==> config.mk <==
export PLATFORM = sky130hd
export DESIGN_NAME = sasi_integrity
export DESIGN_NICKNAME = d
export VERILOG_FILES = /design/src/hw/sasi_pkg.sv /design/src/hw/sasi_crc_if.sv /design/src/hw/sasi_integrity.sv /design/src/hw/sasi_crc_engine.sv
export SDC_FILE = /design/constraint.sdc
export NUM_CORES = 1
export LEC_CHECK = 0
export BUFFER_PORTS_ARGS = -buffer_cell sky130_fd_sc_hd__buf_2
export CAP_MARGIN = 40
export CORE_AREA = 4 4 233 235
export DETAILED_ROUTE_END_ITERATION = 10
export DIE_AREA = 0 0 237 239
export PLACE_DENSITY = 0.69
export SYNTH_ARGS = -nofsm -noshare
export SYNTH_HDL_FRONTEND = slang
export SYNTH_HIERARCHICAL = 1
export SYNTH_SLANG_ARGS = --single-unit
export TNS_END_PERCENT = 50
==> constraint.sdc <==
create_clock -name clk -period 7 [get_ports clk]
set_input_delay 1.4 -clock clk [delete_from_list [all_inputs] [get_ports clk]]
set_output_delay 1.4 -clock clk [all_outputs]
set_load 0.01 [all_outputs]
==> src/hw/sasi_pkg.sv <==
// Purpose: shared constants and types of the sample and setup integrity block
// Assumes: one 200 MHz clock, register accesses already decoded from the serial port
// Notes: all offsets, field positions, reset values and timing counts live here
`default_nettype none

package sasi_pkg;

	// register index map of the register access port
	localparam logic [3:0] ADDR_CURRENT = 4'h0;
	localparam logic [3:0] ADDR_FIRST_V = 4'h1;
	localparam logic [3:0] ADDR_SECOND_V = 4'h2;
	localparam logic [3:0] ADDR_SAMPLE_CRC = 4'h3;
	localparam logic [3:0] ADDR_SETUP = 4'h8;
	localparam logic [3:0] ADDR_FLAG_ZERO = 4'h9;
	localparam logic [3:0] ADDR_LOCK = 4'hA;
	localparam logic [3:0] ADDR_SETUP_CRC = 4'hB;
	localparam logic [3:0] ADDR_IFC = 4'hC;
	localparam logic [3:0] ADDR_TRIM = 4'hD;
	localparam logic [3:0] ADDR_FLAG_ONE = 4'hE;

	// lock register codes
	localparam logic [7:0] LOCK_ENABLE = 8'hCA;
	localparam logic [7:0] LOCK_DISABLE = 8'h9C;

	// setup register field positions
	localparam int CFG_TEMP_SEL_BIT = 3;
	localparam int CFG_RATE_LO = 4;
	localparam int CFG_RATE_HI = 5;
	localparam int CFG_NARROW_BIT = 7;
	localparam logic [1:0] RATE_FULL = 2'h0;

	// flag word field positions
	localparam int FLAG0_CRC_CHG_BIT = 1;
	localparam int FLAG0_PROT_BIT = 2;
	localparam int FLAG1_ARRAY_BIT = 7;

	// reset values
	localparam logic [7:0] SETUP_RESET = 8'h00;
	localparam logic [7:0] IFC_RESET = 8'h00;
	localparam logic [15:0] CRC_REG_RESET = 16'h0000;

	// crc generator
	localparam logic [15:0] CRC_POLY = 16'h1021;
	localparam logic [15:0] CRC_PRESET = 16'hFFFF;
	localparam int SAMPLE_CRC_BITS = 72;
	localparam int SETUP_CRC_BITS = 64;

	// temperature settling time, in ms, and the clock rate in kHz
	localparam int TEMP_SETTLE_MS = 5;
	localparam int CLK_KHZ = 200000;
	localparam int TEMP_SETTLE_CYC = TEMP_SETTLE_MS * CLK_KHZ;
	localparam int SETTLE_W = 20;

	// burst read sequencer
	typedef enum logic [2:0] {
		BURST_IDLE = 3'b000,
		BURST_CUR = 3'b001,
		BURST_V1 = 3'b010,
		BURST_V2 = 3'b011,
		BURST_CRC = 3'b100,
		BURST_FLAG = 3'b101
	} sasi_burst_e;

endpackage : sasi_pkg

`default_nettype wire

==> src/hw/sasi_crc_if.sv <==
// Purpose: start/result handshake between the integrity top and a crc engine
// Assumes: start is a one-cycle pulse, data stable only in that cycle
// Notes: done pulses one cycle with crc valid from then on
`timescale 1ns/1ps
`default_nettype none

interface sasi_crc_if;
	logic start;
	logic [71:0] data;
	logic done;
	logic [15:0] crc;

	modport ctl(output start, output data, input done, input crc);
	modport eng(input start, input data, output done, output crc);
endinterface : sasi_crc_if

`default_nettype wire

==> src/hw/sasi_integrity.sv <==
// Purpose: sample crc, setup crc, third-input select and setup write lock
// Assumes: converter results and the output-cycle strobe are synchronous to clk
// Notes: register accesses arrive already decoded from the serial port
`timescale 1ns/1ps
`default_nettype none

module sasi_integrity #(
	parameter int unsigned TEMP_SETTLE_CYCLES = sasi_pkg::TEMP_SETTLE_CYC
) (
	input wire logic clk,
	input wire logic rst,
	input wire logic cycle_strobe,
	input wire logic [23:0] current_result,
	input wire logic [23:0] first_voltage_result,
	input wire logic [23:0] third_conv_result,
	input wire logic two_channel_variant,
	input wire logic [7:0] thermal_offset_fuse,
	input wire logic [7:0] flag_word_one,
	input wire logic reg_wr,
	input wire logic reg_rd,
	input wire logic burst_rd,
	input wire logic [3:0] reg_addr,
	input wire logic [7:0] reg_wdata,
	output logic [23:0] reg_rdata,
	output logic reg_rvalid,
	output logic [1:0] output_rate_field,
	output logic narrow_band_bit,
	output logic third_input_temp,
	output logic [7:0] interference_control,
	output logic write_protect,
	output logic temp_settled
);
	import sasi_pkg::*;

	// all state of the block in one register
	typedef struct packed {
		logic [7:0] setup;
		logic [7:0] ifc;
		logic locked;
		logic [7:0] trim;
		logic variant;
		logic [23:0] cur;
		logic [23:0] v1;
		logic [23:0] v2;
		logic [15:0] smp_crc;
		logic [15:0] pend_crc;
		logic [15:0] set_crc;
		logic crc_chg;
		logic prot;
		logic smp_go;
		logic set_go;
		logic boot;
		logic [23:0] rdata;
		logic rvalid;
		sasi_burst_e burst;
		logic [SETTLE_W-1:0] settle;
		logic settled;
		logic sel_temp;
	} sasi_state_s;

	// settling load; twenty bits are enough for 5 ms at 200 MHz
	localparam logic [SETTLE_W-1:0] SETTLE_LOAD = SETTLE_W'(TEMP_SETTLE_CYCLES);

	// current and next state
	sasi_state_s st_q;
	sasi_state_s st_d;

	// one handshake bundle per crc engine
	sasi_crc_if smp_if ();
	sasi_crc_if set_if ();

	// sample crc engine, 72 bits
	sasi_crc_engine #(
		.LEN(SAMPLE_CRC_BITS)
	) u_sample_crc (
		.clk(clk),
		.rst(rst),
		.bus(smp_if.eng)
	);

	// setup crc engine, 64 bits
	sasi_crc_engine #(
		.LEN(SETUP_CRC_BITS)
	) u_setup_crc (
		.clk(clk),
		.rst(rst),
		.bus(set_if.eng)
	);

	// flag word zero as software sees it
	// bit 0 and the other status bits are not modelled here and read as zero
	function automatic logic [7:0] flag_zero(input logic prot, input logic chg);
		logic [7:0] w;
		w = 8'h00;
		w[FLAG0_PROT_BIT] = prot;
		w[FLAG0_CRC_CHG_BIT] = chg;
		return w;
	endfunction : flag_zero

	// read mux; unmapped and write-only indices read as zero
	// reads are never blocked, whatever the lock state
	function automatic logic [23:0] read_word(input logic [3:0] a, input sasi_state_s s,
		input logic [7:0] f1);
		logic [23:0] w;
		w = 24'h00_0000;
		unique case (a)
			ADDR_CURRENT: w = s.cur;
			ADDR_FIRST_V: w = s.v1;
			ADDR_SECOND_V: w = s.v2;
			ADDR_SAMPLE_CRC: w = {8'h00, s.smp_crc};
			ADDR_SETUP: w = {16'h0000, s.setup};
			ADDR_FLAG_ZERO: w = {16'h0000, flag_zero(s.prot, s.crc_chg)};
			ADDR_SETUP_CRC: w = {8'h00, s.set_crc};
			ADDR_IFC: w = {16'h0000, s.ifc};
			ADDR_TRIM: w = {16'h0000, s.trim};
			ADDR_FLAG_ONE: w = {16'h0000, f1};
			default: w = 24'h00_0000;
		endcase
		return w;
	endfunction : read_word

	// the setup crc sees only the protection and array bits of the flag words
	logic [7:0] flag0_array;
	logic [7:0] flag1_array;
	always_comb begin
		flag0_array = 8'h00;
		flag0_array[FLAG0_PROT_BIT] = st_q.prot;
		flag1_array = 8'h00;
		flag1_array[FLAG1_ARRAY_BIT] = flag_word_one[FLAG1_ARRAY_BIT];
	end

	// engine starts are registered pulses from the strobe, the setup engine's also from the boot flag
	assign smp_if.start = st_q.smp_go;
	assign smp_if.data = {st_q.v2, st_q.v1, st_q.cur};
	assign set_if.start = st_q.set_go;
	// setup array: five bytes low first, top three bytes and engine slack are zero
	assign set_if.data = {32'h0000_0000, flag1_array, flag0_array, st_q.trim,
		st_q.ifc, st_q.setup};

	// next-state logic for the whole block
	always_comb begin
		logic flag_read;
		logic rate_full;
		flag_read = 1'b0;
		rate_full = (st_q.setup[CFG_RATE_HI:CFG_RATE_LO] == RATE_FULL);
		st_d = st_q;
		st_d.smp_go = 1'b0;
		st_d.set_go = 1'b0;
		st_d.boot = 1'b0;
		st_d.rvalid = 1'b0;
		st_d.trim = thermal_offset_fuse;
		st_d.variant = two_channel_variant;

		// first setup crc right after reset so the value reflects this part's trim
		if (st_q.boot) begin
			st_d.set_go = 1'b1;
		end

		// register writes; the lock register itself is never blocked
		// a blocked write is dropped with no sign to the host
		if (reg_wr) begin
			unique case (reg_addr)
				ADDR_LOCK: begin
					if (reg_wdata == LOCK_ENABLE) begin
						st_d.locked = 1'b1;
					end else if (reg_wdata == LOCK_DISABLE) begin
						st_d.locked = 1'b0;
					end
				end
				ADDR_SETUP: begin
					if (!st_q.locked) begin
						st_d.setup = reg_wdata;
					end
				end
				ADDR_IFC: begin
					if (!st_q.locked) begin
						st_d.ifc = reg_wdata;
					end
				end
				default: begin
				end
			endcase
		end

		// burst read walks samples, sample crc, flag word zero
		unique case (st_q.burst)
			BURST_IDLE: begin
				if (burst_rd) begin
					st_d.burst = BURST_CUR;
				end else if (reg_rd) begin
					st_d.rdata = read_word(reg_addr, st_q, flag_word_one);
					st_d.rvalid = 1'b1;
					flag_read = (reg_addr == ADDR_FLAG_ZERO);
				end
			end
			BURST_CUR: begin
				st_d.rdata = st_q.cur;
				st_d.rvalid = 1'b1;
				st_d.burst = BURST_V1;
			end
			BURST_V1: begin
				st_d.rdata = st_q.v1;
				st_d.rvalid = 1'b1;
				st_d.burst = BURST_V2;
			end
			BURST_V2: begin
				st_d.rdata = st_q.v2;
				st_d.rvalid = 1'b1;
				st_d.burst = BURST_CRC;
			end
			BURST_CRC: begin
				st_d.rdata = {8'h00, st_q.smp_crc};
				st_d.rvalid = 1'b1;
				st_d.burst = BURST_FLAG;
			end
			BURST_FLAG: begin
				st_d.rdata = {16'h0000, flag_zero(st_q.prot, st_q.crc_chg)};
				st_d.rvalid = 1'b1;
				st_d.burst = BURST_IDLE;
				flag_read = 1'b1;
			end
			default: begin
				st_d.burst = BURST_IDLE;
			end
		endcase

		// clears first, so that any set below in the same cycle wins
		if (flag_read) begin
			st_d.crc_chg = 1'b0;
			st_d.prot = 1'b0;
		end
		if (reg_wr && reg_addr == ADDR_LOCK && reg_wdata == LOCK_DISABLE) begin
			st_d.prot = 1'b0;
		end
		if (reg_wr && reg_addr == ADDR_LOCK && reg_wdata == LOCK_ENABLE) begin
			st_d.prot = 1'b1;
		end

		// output cycle: capture samples and start both crc runs
		// a strobe inside a running crc restarts it and that result is lost
		if (cycle_strobe) begin
			st_d.cur = current_result;
			st_d.v1 = first_voltage_result;
			st_d.v2 = third_conv_result;
			st_d.smp_go = 1'b1;
			st_d.set_go = 1'b1;
			if (!rate_full) begin
				st_d.smp_crc = st_q.pend_crc;
			end
			if (st_q.locked) begin
				st_d.prot = 1'b1;
			end
		end

		// every result is parked for the next strobe, so a switch to a slow
		// rate publishes the crc of the previous cycle, not a stale one
		if (smp_if.done) begin
			st_d.pend_crc = smp_if.crc;
			if (rate_full) begin
				st_d.smp_crc = smp_if.crc;
			end
		end

		// setup crc result and its change flag
		if (set_if.done) begin
			st_d.set_crc = set_if.crc;
			if (set_if.crc != st_q.set_crc) begin
				st_d.crc_chg = 1'b1;
			end
		end

		// third converter input and settling of the temperature reading
		// the select is registered, so it trails the setup bit by one cycle and the variant pin by two
		st_d.sel_temp = st_q.setup[CFG_TEMP_SEL_BIT] | st_q.variant;
		if (!st_d.sel_temp) begin
			st_d.settle = '0;
			st_d.settled = 1'b0;
		end else if (!st_q.sel_temp) begin
			st_d.settle = SETTLE_LOAD;
			st_d.settled = 1'b0;
		end else if (st_q.settle > 1) begin
			st_d.settle = st_q.settle - 1'b1;
		end else begin
			st_d.settle = '0;
			st_d.settled = 1'b1;
		end
	end

	// single state register; protection off and setup at defaults after reset
	always_ff @(posedge clk or posedge rst) begin
		if (rst) begin
			st_q <= '0;
			st_q.setup <= SETUP_RESET;
			st_q.ifc <= IFC_RESET;
			st_q.locked <= 1'b0;
			st_q.smp_crc <= CRC_REG_RESET;
			st_q.set_crc <= CRC_REG_RESET;
			st_q.boot <= 1'b1;
			st_q.burst <= BURST_IDLE;
		end else begin
			st_q <= st_d;
		end
	end

	// every output straight from the state register
	// read data holds its last word between answers
	assign reg_rdata = st_q.rdata;
	assign reg_rvalid = st_q.rvalid;
	assign output_rate_field = st_q.setup[CFG_RATE_HI:CFG_RATE_LO];
	assign narrow_band_bit = st_q.setup[CFG_NARROW_BIT];
	assign third_input_temp = st_q.sel_temp;
	assign interference_control = st_q.ifc;
	assign write_protect = st_q.locked;
	assign temp_settled = st_q.settled;

endmodule : sasi_integrity

`default_nettype wire

==> src/hw/sasi_crc_engine.sv <==
// Purpose: serial ccitt crc over a byte-ordered bit array, one bit per clock
// Assumes: LEN is a multiple of eight and at most 72
// Notes: result appears LEN+1 cycles after start; a new start restarts the run
`timescale 1ns/1ps
`default_nettype none

module sasi_crc_engine #(
	parameter int LEN = 72
) (
	input wire logic clk,
	input wire logic rst,
	sasi_crc_if.eng bus
);
	import sasi_pkg::*;

	localparam logic [6:0] LAST_STEP = 7'(LEN - 1);

	typedef struct packed {
		logic busy;
		logic [6:0] cnt;
		logic [71:0] data;
		logic [15:0] lfsr;
		logic done;
		logic [15:0] crc;
	} sasi_eng_s;

	sasi_eng_s st_q;
	sasi_eng_s st_d;

	// one lfsr step per clock while busy
	always_comb begin
		logic in_bit;
		logic fb;
		in_bit = 1'b0;
		fb = 1'b0;
		st_d = st_q;
		st_d.done = 1'b0;
		if (bus.start) begin
			st_d.busy = 1'b1;
			st_d.cnt = 7'h00;
			st_d.data = bus.data;
			st_d.lfsr = CRC_PRESET;
		end else if (st_q.busy) begin
			// low byte first, each byte from its top bit down
			in_bit = st_q.data[{st_q.cnt[6:3], ~st_q.cnt[2:0]}];
			fb = in_bit ^ st_q.lfsr[15];
			st_d.lfsr = {st_q.lfsr[14:0], 1'b0} ^ (fb ? CRC_POLY : 16'h0000);
			st_d.cnt = st_q.cnt + 7'h01;
			if (st_q.cnt == LAST_STEP) begin
				st_d.busy = 1'b0;
				st_d.done = 1'b1;
				st_d.crc = st_d.lfsr;
			end
		end
	end

	always_ff @(posedge clk or posedge rst) begin
		if (rst) begin
			st_q <= '0;
		end else begin
			st_q <= st_d;
		end
	end

	assign bus.done = st_q.done;
	assign bus.crc = st_q.crc;

endmodule : sasi_crc_engine

`default_nettype wire

# After elaboration in Yosys (flattened, before gate mapping)
# Index checks and enable logic that the tools add are counted.
word_totals:
  elab_cells: 137
  regBits: 381
  output_inout_bits: 39
  in_bits: 107
op_classes:
  n_reduce_logical: 16
  n_bitwise: 10
  n_eq_ne: 24
  n_addsub: 3
  muxes: 47
  order_cmp: 3
op_table:
  columns: ["cell", "count"]
  rows:
  - ["$pmux 24 s10", 1]
  - ["$pmux 25 s6", 1]
  - ["$mux 16", 5]
  - ["$mux 17", 4]
  - ["$mux 33", 2]
  - ["$mux 25", 2]
  - ["$mux 21", 2]
  - ["$mux 32", 1]
  - ["$mux 8", 4]
  - ["$xor 16x16->16", 2]
  - ["$eq 4x4->1 const B", 7]
  - ["$mux 13", 2]
  - ["$gt 20x1->1 const B", 1]
  - ["$mux 20", 1]
  - ["$sub 20x1->20 const B", 1]
  - ["$reduce_and 3->1", 6]
  - ["$eq 8x8->1 const B", 2]
  - ["$lt 7x8->1 const B", 2]
  - ["$ne 16x16->1", 1]
  - ["$mux 1", 15]
  - ["$pmux 3 s5", 1]
  - ["$add 7x1->7 const B", 2]
  - ["$bmux 1 s7", 2]
  - ["$eq 4x2->1 const B", 2]
  - ["other kinds (21)", 34]

# Longest topological paths before layout
# Gate-level depths: netlist (run 1).
logic_depth:
  depth_word: 9
  mapped_depth: 9
  depth_no_buf: 7

# Modules after synthesis
# Netlist (run 1), hierarchy kept.
by_module_without_submodules:
  columns: ["mod", "area_each_um2", "cells_each", "seq_area_each_um2", "instances"]
  rows:
  - ["sasi_integrity", 10070.9, 875, 5031.1, 1]
  - ["sasi_crc_engine at u_sample_crc", 5336.4, 407, 2827.7, 1]
  - ["sasi_crc_engine at u_setup_crc", 5211.2, 365, 2827.7, 1]

# Least setup slack after synthesis (run 1)
# No wires, ideal clock.
synth_timing:
  path_type: "input to register"
  startpoint: "input reg_addr[0]"
  endpoint: "register st_q (netlist bit reg_rdata[17])"
  path_slack_ps: 4075
  path_stages: 7
  t_required_ps: 6866
  n_path_buf: 3
  arrival_time_ps: 2791
  cell_sequence: "clkbuf_1 > buf_2 > buf_1 > mux2i_1 > o21ai_0 > a22oi_1 > o21ai_0"
synth_via:
  elab_chain_len: 5
synth_lines:
  columns: ["element", "line", "rtl"]
  rows:
  - ["start, declared", "sasi_integrity.sv:22", "input wire logic [3:0] reg_addr,"]
  - ["$eq 4x4->1 (tied with other cells)", "sasi_integrity.sv:106", "unique case (a)"]
  - ["$pmux 24 s10 (*)", "sasi_integrity.sv:106", null]
  - ["$mux 25 (*)", "sasi_integrity.sv:190", "end else if (reg_rd) begin"]
  - ["$mux 25 (*)", "sasi_integrity.sv:188", "if (burst_rd) begin"]
  - ["$pmux 25 s6 (*)", "sasi_integrity.sv:186", "unique case (st_q.burst)"]
  - ["end signal, assigned", "sasi_integrity.sv:301", "st_q <= st_d;"]
  - ["end, declared", "sasi_integrity.sv:65", "sasi_state_s st_q;"]
# Every way passes the cells marked *; elsewhere a longest branch is shown, timed or not. The select of a mux whose other input is x is not followed.
# A chain may end at the register's enable or synchronous reset.

# Worst setup path after layout (run 1)
layout_timing:
  startpoint: "register u_sample_crc/st_q[105] in the netlist's numbering"
  endpoint: "register u_sample_crc/st_q[17] in the netlist's numbering"
layout_via:
  elab_chain_len: 8
layout_lines:
  columns: ["element", "line", "rtl"]
  rows:
  - ["start, declared", "sasi_crc_engine.sv:27", "sasi_eng_s st_q;"]
  - ["start signal, assigned", "sasi_crc_engine.sv:61", "st_q <= st_d;"]
  - ["$not 3->3", "sasi_crc_engine.sv:45", "in_bit = st_q.data[{st_q.cnt[6:3], ~st_q.cnt[2:0]}];"]
  - ["$bmux 1 s7", "sasi_crc_engine.sv:45", null]
  - ["$mux 1 (implied by the code)", "sasi_crc_engine.sv:45", null]
  - ["$xor 1x1->1", "sasi_crc_engine.sv:46", "fb = in_bit ^ st_q.lfsr[15];"]
  - ["$mux 13", "sasi_crc_engine.sv:47", "st_d.lfsr = {st_q.lfsr[14:0], 1'b0} ^ (fb ? CRC_POLY : 16'h0000);"]
  - ["$xor 16x16->16", "sasi_crc_engine.sv:47", null]
  - ["$mux 33", "sasi_crc_engine.sv:43", "end else if (st_q.busy) begin"]
  - ["$mux 16", "sasi_crc_engine.sv:38", "if (bus.start) begin"]
# No other way between the ends. The select of a mux whose other input is x is not followed.

==> results.yml, run 1 <==
setup_path:
  crit_required_ns: 7.47
  critPathMaxFanout: 15
  cp-start-kind: "register"
  rr_worst_depth: 8
  worst_setup_path_end_kind: "register"
  critPathKind: "register to register"
  cp_data_arrival_time_ns: 3.83
drt:
  dr.pass1.iters: 5
  ant_nets: 0
  vias_per_cell: 5.63
  totalWireLength_um: 53800
  vias: 13900
  drt_iter0_drc: 1176
  avgRoutedWirePerCell_um: 21.8
  drcViolationCount: 0
grt:
  grt_max_degree: 122
  grt_pass1_wl_um: 83600
  overflow: 0
  antenna_found_initial: 2
  grt.total_usage_pct: 18.7
  first_global_vias: 14000
pwr:
  p_int_mw: 5.03
  cellLeakagePower_nw: 10.2
  ir_drop_uv: 174
  p_seq_share_pct: 44.1
  switchingPower_mw: 2.13
  clockPowerShare_pct: 36.0
  power_frac_comb_pct: 20.0
  sw_frac_of_total_pct: 29.8
  total_power_mw: 7.16
  cellPowerDensity_nw_per_um2: 306
sta:
  timing.final.crit_period_ns: 3.37
  setup_viol: 0
  final_hold_viol_count: 0
  tns_ns: 0
  fin_skew_ns: 0.0223
  worst_slew_pin_slew_ns: 0.912
  min_period_over_period_pct: 48.1
  clock.fmax_mhz: 297
  rsz0062_at_grt: "no"
  maxSlewHeadroom_pct: 39.0
  slew_viol_final: 0
die:
  io_pins: 146
  fp.dieW_um: 237
  dieHeight_um: 239
  core.rowCount: 84
  initial_core_util_pct: 39.5
  die_area_um2: 56600
  coreArea_um2: 52200
logic_synthesis:
  synth_area_per_cell_um2: 12.5
  netlist_area_um2: 20600
  async_reset_ff_share_pct: 100
  synth_commonest_cells: "dfrtp_1 (426), mux2_2 (306), nand2_1 (107)"
  ys_top_cells_by_area: "dfrtp_1 (52%), mux2_2 (17%), mux4_2 (2.7%), buf_4 (2.5%), mux2i_1 (2.4%)"
  synth_cell_types: 79
  yosysSeqAreaShare_pct: 51.8
  synth_area_leader_cell: "dfrtp_1"
  ys_dominant_reg_cell: "dfrtp_1"
  synth_edf_count: 0
  synth_top_area_share_pct: 51.7
  syn_inst: 1647
  ys_ff_latch: 427
  yosysMostFrequentCell: "dfrtp_1"
  synth_warnings: 6
placed_design:
  gp_congestion: 0.904
  place_hpwl_um: 37700
  numPortBuffers: 145
clock_tree:
  cts_resized: 0
  ctsHoldBuffers: 0
  cts_sinks: 427
  insertion_delay_ns: 0.59
  clk_pin_slew_worst_paths_ns: 0.06
  cts-root-buf: "clkbuf_16"
  post_cts_buffers: 0
  cts_tree: "yes"
  cts.htree.levels: 2
  cts_made_buffers: 48
  clock_path_buffers: 3
status:
  status: "finished, final reports clean"
final_layout:
  drive_gt1_share_pct: 34.6
  synthToLayoutAreaGrowth_pct: 13.4
  fillers: 4717
  fin_nets: 1855
min_path:
  hold_path_depth: 1
  hold_path.class: "register to register"
flow_run:
  cap_violations: 0
## cell type report
class                      count  area (um^2)  area share [%]
timing repair buffer         173         1030            4.42
clock buffer                  71         1470            6.29
sequential                   427        10700            45.7
multi-input combinational   1081         9090            38.9
tap                          688          861            3.68
antenna                        2         5.00          0.0214
clock inverter                15          170           0.728
inverter                      13         61.3           0.262
## placed cells by master, fill, tap and decap left out, types with 47 or more instances in the layout
cell type / instances
mux2i_1: 50
mux2_2: 306
o21ai_0: 59
buf_2: 144
dfrtp_1: 424
nor2_1: 70
nand2_1: 107
clkbuf_16: 50
conb_1: 47
## worst paths after layout
path | start | end | slack, ns
hold reg to reg | u_sample_crc/st_q[87]$_DFFE_PP0P_ | u_sample_crc/st_q[87]$_DFFE_PP0P_ | 0.50
max in group asynchronous | rst | smp_if.data[57]$_DFFE_PP0P_ | 4.56
min in group asynchronous | rst | reg_rdata[22]$_DFFE_PP0P_ | 0.82
setup / recovery | u_sample_crc/st_q[105]$_DFFE_PP0P_ | u_sample_crc/st_q[17]$_DFFE_PP0P_ | 3.63
setup reg to reg | u_sample_crc/st_q[105]$_DFFE_PP0P_ | u_sample_crc/st_q[17]$_DFFE_PP0P_ | 3.63
hold / removal | u_sample_crc/st_q[87]$_DFFE_PP0P_ | u_sample_crc/st_q[87]$_DFFE_PP0P_ | 0.50
## through the flow
step           utilization (%)  setup WS [ns]  hold slack, ns  instance area (um^2)  cells
6_report                  44.8           3.63           0.496                 23400   2470
5_1_grt                   44.8           3.33           0.507                 23400   2470
4_1_cts                   44.8           3.60           0.500                 23400   2468
3_5_place_dp              41.6           3.46           0.475                 21700   2382
3_3_place_gp              41.3           3.48           0.469                 21600   2375
2_1_floorplan                -          0.119           0.445                 20800   1693
## critical path, cell delays in order, from the launching register on
cell       delay (ns)
dfrtp_1          0.63
buf_4            0.37
mux4_1           0.61
a2111oi_0        0.41
nor3_1           0.10
nand3_1          0.14
mux2i_2          0.58
a21oi_2          0.10
a211o_1          0.29
## power by group through the flow
stage	logic, mW	clock network [mW]	registers (mW)
after floorplan	1.16	0	2.99
after global placement	1.36	0	3.17
after detailed placement	1.42	0	3.19
after CTS	1.44	2.63	3.15
after global routing	1.56	2.73	3.19
final	1.43	2.57	3.15
## per-layer routing
metal,global-route usage (%),part of all wire [%]
met1,25.7,44
met2,30.1,47
met3,3.73,6.3
met4,5.80,2.7
met5,0,0
## logic make-up after synthesis
kind of cell | count (synthesis) | share of synthesized area (%)
AOI/OAI and AO/OA | 244 | 8.42
xor gates and xnor gates | 38 | 1.61
other | 1 | 0.0182
and+or+nand+nor | 349 | 8.75
buffers and inverters | 185 | 5.02
DFF | 427 | 51.8
muxes | 399 | 24.1
adders and majority gates | 4 | 0.243
## registers in the layout, indices dropped and copies added (netlist names)
name,flops
u_sample_crc/st_q,96
u_setup_crc/st_q,96
st_q,74
smp_if.data,72
reg_rdata,24
u_sample_crc/bus.crc,16
u_setup_crc/bus.crc,16
set_if.data,13
interference_control,8
output_rate_field,2
flag0_array,1
narrow_band_bit,1
reg_rvalid,1
set_if.start,1
smp_if.start,1
temp_settled,1
third_input_temp,1
u_sample_crc/bus.done,1
u_setup_crc/bus.done,1
write_protect,1
Note: power is estimated with default switching activity, not from simulation.
==> run 2, diff against run 1 <==
- PLACE_DENSITY: 0.69 -> 0.67
- clock period: 7 -> 3.4 ns (I/O delays scaled with it)
==> results.yml, run 2 (synthesized netlist as in run 1, its figures left out) <==
final_layout:
  fin_nets: 1866
  multiInputGateArea_um2: 9090
  final_util_pct: 44.6
  register_area_um2: 10700
  synthToLayoutAreaGrowth_pct: 13.0
  reg_top3: "u_sample_crc/st_q x96, u_setup_crc/st_q x96, st_q x74"
  fillers: 4736
  final_common_cell: "dfrtp_1"
  drive_gt1_share_pct: 34.6
  final_cell_mix: "dfrtp_1 (424), mux2_2 (306), buf_2 (144)"
pwr:
  ir_drop_uv: 379
  total_power_mw: 14.3
  cellPowerDensity_nw_per_um2: 614
  cellLeakagePower_nw: 10.2
clock_tree:
  cts_tree: "yes"
  clk_pin_slew_worst_paths_ns: 0.06
  ctsHoldBuffers: 0
  insertion_delay_ns: 0.58
  cts_resized: 0
  clock_path_buffers: 3
  cts.htree.levels: 2
  cts_sinks: 427
  post_cts_buffers: 0
  cts-root-buf: "clkbuf_16"
  cts_made_buffers: 45
drt:
  drt_iter0_drc: 1143
  vias: 13700
  avgRoutedWirePerCell_um: 21.6
  ant_nets: 0
  totalWireLength_um: 53300
  drcViolationCount: 0
  vias_per_cell: 5.56
  dr.pass1.iters: 5
die:
  initial_core_util_pct: 39.5
  core.rowCount: 84
  die_area_um2: 56600
  io_pins: 146
  coreArea_um2: 52200
  dieHeight_um: 239
  fp.dieW_um: 237
setup_path:
  cp_data_arrival_time_ns: 3.52
  cp-start-kind: "register"
  critPathMaxFanout: 11
  crit_required_ns: 3.83
  worst_setup_path_end_kind: "register"
  critPathKind: "register to register"
sta:
  timing.final.crit_period_ns: 3.09
  worst_slew_pin_slew_ns: 0.788
  fin_skew_ns: 0.0214
  clock.fmax_mhz: 323
  tns_ns: 0
  slew_viol_final: 0
  setup_viol: 0
  rsz0062_at_grt: "no"
  min_period_over_period_pct: 91.0
  final_hold_viol_count: 0
  maxSlewHeadroom_pct: 47.2
placed_design:
  place_hpwl_um: 37800
  gp_congestion: 0.856
  numPortBuffers: 145
grt:
  first_global_vias: 14300
  grt.total_usage_pct: 18.7
  overflow: 0
  grt_max_degree: 114
  grt_pass1_wl_um: 83900
  antenna_found_initial: 4
status:
  status: "finished, final reports clean"
flow_run:
  cap_violations: 0
min_path:
  hold_path.class: "input pin to async pin"
==> run 2: cell types whose count changed in the layout (fill, tap and decap cells not counted), moves of 2 or more <==
cell | before | now
buf_12 | 0 | 5
buf_16 | 4 | 1
buf_4 | 23 | 37
buf_8 | 2 | 0
clkbuf_16 | 50 | 47
clkbuf_8 | 14 | 8
clkinv_2 | 8 | 6
clkinvlp_4 | 2 | 4
diode_2 | 2 | 4
==> run 2: cell type report <==
cell class	instances	share of cell area, %
sequential	427	45.9
multi-input combinational	1081	39.0
clock buffer	62	5.63
timing repair buffer	187	4.83
tap	688	3.70
clock inverter	12	0.618
inverter	13	0.252
antenna	4	0.0430
==> run 2: path summary, 6_finish.rpt <==
kind                       slack (ns)  cells past startpoint                          endpoint                              start
setup / recovery                 0.31                      8  u_setup_crc/st_q[29]$_DFFE_PP0P_  u_setup_crc/st_q[105]$_DFFE_PP0P_
hold / removal                   0.13                      2              st_q[22]$_DFFE_PP0P_                                rst
setup reg to reg                 0.31                      8  u_setup_crc/st_q[29]$_DFFE_PP0P_  u_setup_crc/st_q[105]$_DFFE_PP0P_
hold reg to reg                  0.49                      2                st_q[96]$_DFF_PP0_               st_q[80]$_DFFE_PP0P_
max in group asynchronous        2.37                      4  u_setup_crc/st_q[27]$_DFFE_PP0P_                                rst
min in group clk                 0.22                      1               st_q[175]$_DFF_PP0_                two_channel_variant
==> run 2: metal layers <==
metal  GRT usage [%]  up-vias  share of wire, %
li1                -     6129                 -
met1            25.2     7048                43
met2            30.3      471                48
met3            3.54       98               6.2
met4            6.67        0               3.2
met5               0        -                 0
==> run 2: where the power goes <==
part           switching (mW)  internal (mW)
Clock                    1.99           2.90
Sequential              0.709           5.74
Combinational            1.58           1.39
Total                    4.28           10.0
==> run 2: per-stage QoR <==
step	cells	hold slack, ns	instance area (um^2)	setup WS (ns)
6_report	2474	0.130	23300	0.307
5_1_grt	2474	0.132	23300	0.182
4_1_cts	2470	0.105	23300	0.329
3_5_place_dp	2396	0.476	21800	0.329
3_3_place_gp	2395	0.475	21800	0.497
2_1_floorplan	1693	0.445	20800	-0.267
==> run 2: critical path, stage by stage (launching register included) <==
cell and delay (ns):
dfrtp_1 0.61, buf_4 0.31, mux4_1 0.57, a22oi_1 0.20, nand4_1 0.15, and4_4 0.25, a221o_1 0.37, nor4b_1 0.40
a211oi_1 0.08
==> run 3, diff against run 2 <==
- RECOVER_POWER: default -> 100
==> results.yml, run 3 (synthesized netlist as in run 1, its figures left out) <==
status:
  status: "finished with violations"
  violations: "capacitance limit, slew limit"
drt:
  vias_per_cell: 5.58
  drcViolationCount: 0
  vias: 13800
  avgRoutedWirePerCell_um: 21.5
  ant_nets: 0
  totalWireLength_um: 53300
  dr.pass1.iters: 6
  drt_iter0_drc: 1171
sta:
  final_hold_viol_count: 0
  min_period_over_period_pct: 92.7
  worst_slew_pin_slew_ns: 2.65
  maxSlewHeadroom_pct: -76.5
  hold_slack_ns: 0.214
  clock.fmax_mhz: 317
  slew_viol_final: 384
  timing.final.crit_period_ns: 3.15
  setup_slack_ns: 0.248
  rsz0062_at_grt: "no"
  setup_viol: 0
  fin_skew_ns: 0.0235
grt:
  use_met2_pct: 30.3
  antenna_found_initial: 4
  grt_max_degree: 114
  grt_pass1_wl_um: 83900
  first_global_vias: 14300
  grt.total_usage_pct: 18.7
  use_met3_pct: 3.54
  grtUsageMet1_pct: 25.2
  overflow: 0
  grt.busiest_layer: "met2"
final_layout:
  final_common_cell: "dfrtp_1"
  reg_top3: "u_sample_crc/st_q x96, u_setup_crc/st_q x96, st_q x74"
  final_cell_mix: "dfrtp_1 (426), mux2_2 (306), nand2_1 (109)"
  fin_nets: 1866
  synthToLayoutAreaGrowth_pct: 11.9
  multiInputGateArea_um2: 9040
  register_area_um2: 10700
  instances_no_fill: 2474
  fillers: 4777
  drive_gt1_share_pct: 30.9
  final_util_pct: 44.2
pwr:
  power_frac_comb_pct: 20.2
  cellLeakagePower_nw: 9.96
  sw_frac_of_total_pct: 29.9
  cellPowerDensity_nw_per_um2: 616
  p_int_mw: 9.96
  ir_drop_uv: 369
  switchingPower_mw: 4.25
  clockPowerShare_pct: 34.5
  p_seq_share_pct: 45.3
die:
  io_pins: 146
  core.rowCount: 84
  coreArea_um2: 52200
  initial_core_util_pct: 39.5
  die_area_um2: 56600
  fp.dieW_um: 237
  dieHeight_um: 239
clock_tree:
  cts-root-buf: "clkbuf_16"
  cts_sinks: 427
  insertion_delay_ns: 0.58
  clk_pin_slew_worst_paths_ns: 0.06
  ctsHoldBuffers: 0
  cts_made_buffers: 45
  cts_tree: "yes"
  cts.htree.levels: 2
  post_cts_buffers: 0
  clock_path_buffers: 3
  cts_resized: 0
placed_design:
  gp_congestion: 0.856
  place_ws_ns: 0.329
  numPortBuffers: 145
  place_hpwl_um: 37800
  dp_cells: 2396
setup_path:
  cp_data_arrival_time_ns: 3.58
  crit_required_ns: 3.83
  slowest_delay_ns: 0.60
  critPathKind: "register to register"
  crit_slowest_cell: "dfrtp_1"
  cp_cell_sequence: "buf_4 > mux4_1 > a22oi_1 > nand4_1 > and4_1 > a221o_1 > nor4b_1 > a211oi_1"
  critPathMaxFanout: 11
  worst_setup_path_end_kind: "register"
  cp-start-kind: "register"
flow_run:
  cap_violations: 6
min_path:
  hold_path.class: "input pin to async pin"
[run 3: cell types whose count changed in the layout (fill, tap and decap cells not counted), moves of 2 or more]
cell / delta
buf_4: -13
clkbuf_2: +7
nand2_2: -2
clkinvlp_2: +2
clkbuf_1: +56
buf_12: -3
buf_2: -46
nand2_1: +2
dfrtp_1: +2
nor3b_1: +2
dfrtp_4: -2
nor4_1: +2
nor3b_2: -2
[run 3: routing by layer]
| layer | up-vias | wire length, um | share of wire (%) |
|---|---|---|---|
| met5 | - | 0 | 0 |
| li1 | 6141 | - | - |
| met4 | 0 | 1720 | 3.2 |
| met2 | 464 | 25500 | 48 |
| met3 | 96 | 3220 | 6.0 |
| met1 | 7116 | 22900 | 43 |
[run 3: layout make-up]
class                   count  share of cell area, %
diodes                      4                 0.0434
clock buffers              62                   5.69
clock inverters            12                  0.624
inverters                  13                  0.239
multi-input cells        1081                   39.2
flip-flops and latches    427                   46.3
well taps                 688                   3.73
repair buffers            187                   4.14
[run 3: worst paths after layout]
path | slack [ns] | from | endpoint | cells after the start
max | 0.25 | u_setup_crc/st_q[105]$_DFFE_PP0P_ | u_setup_crc/st_q[29]$_DFFE_PP0P_ | 8
min | 0.21 | rst | st_q[22]$_DFFE_PP0P_ | 2
max reg2reg | 0.25 | u_setup_crc/st_q[105]$_DFFE_PP0P_ | u_setup_crc/st_q[29]$_DFFE_PP0P_ | 8
min reg2reg | 0.49 | st_q[80]$_DFFE_PP0P_ | st_q[96]$_DFF_PP0_ | 2
max in group asynchronous | 0.70 | rst | u_sample_crc/st_q[44]$_DFFE_PP0P_ | 3
min in group clk | 0.22 | two_channel_variant | st_q[175]$_DFF_PP0_ | 1
[run 3: per-stage QoR]
| stage | area, um^2 | setup TNS (ns) | total power [mW] |
|---|---|---|---|
| 2_1_floorplan | 20800 | -30.21 | 8.56 |
| 6_report | 23100 | 0 | 14.2 |
| 4_1_cts | 23300 | 0 | 14.4 |
| 3_5_place_dp | 21800 | 0 | 9.48 |
| 3_3_place_gp | 21800 | 0 | 9.37 |
| 5_1_grt | 23100 | 0 | 14.9 |
[run 3: worst max-delay path: cells and delay by family, from the launching register on]
| kind | cells | cell delay, ns |
|---|---|---|
| AOI/OAI and AO/OA | 3 | 0.67 |
| and+or+nand+nor | 3 | 0.85 |
| DFF | 1 | 0.60 |
| muxes | 1 | 0.57 |
| buffers and inverters | 1 | 0.31 |
[run 3: power groups by stage]
stage / Clock [mW] / Sequential, mW / Combinational, mW
finish: 4.90 / 6.44 / 2.87
floorplan: 0 / 6.16 / 2.40
global placement: 0 / 6.50 / 2.87
global route: 5.21 / 6.51 / 3.16
detailed placement: 0 / 6.52 / 2.96
CTS: 5.01 / 6.44 / 2.99
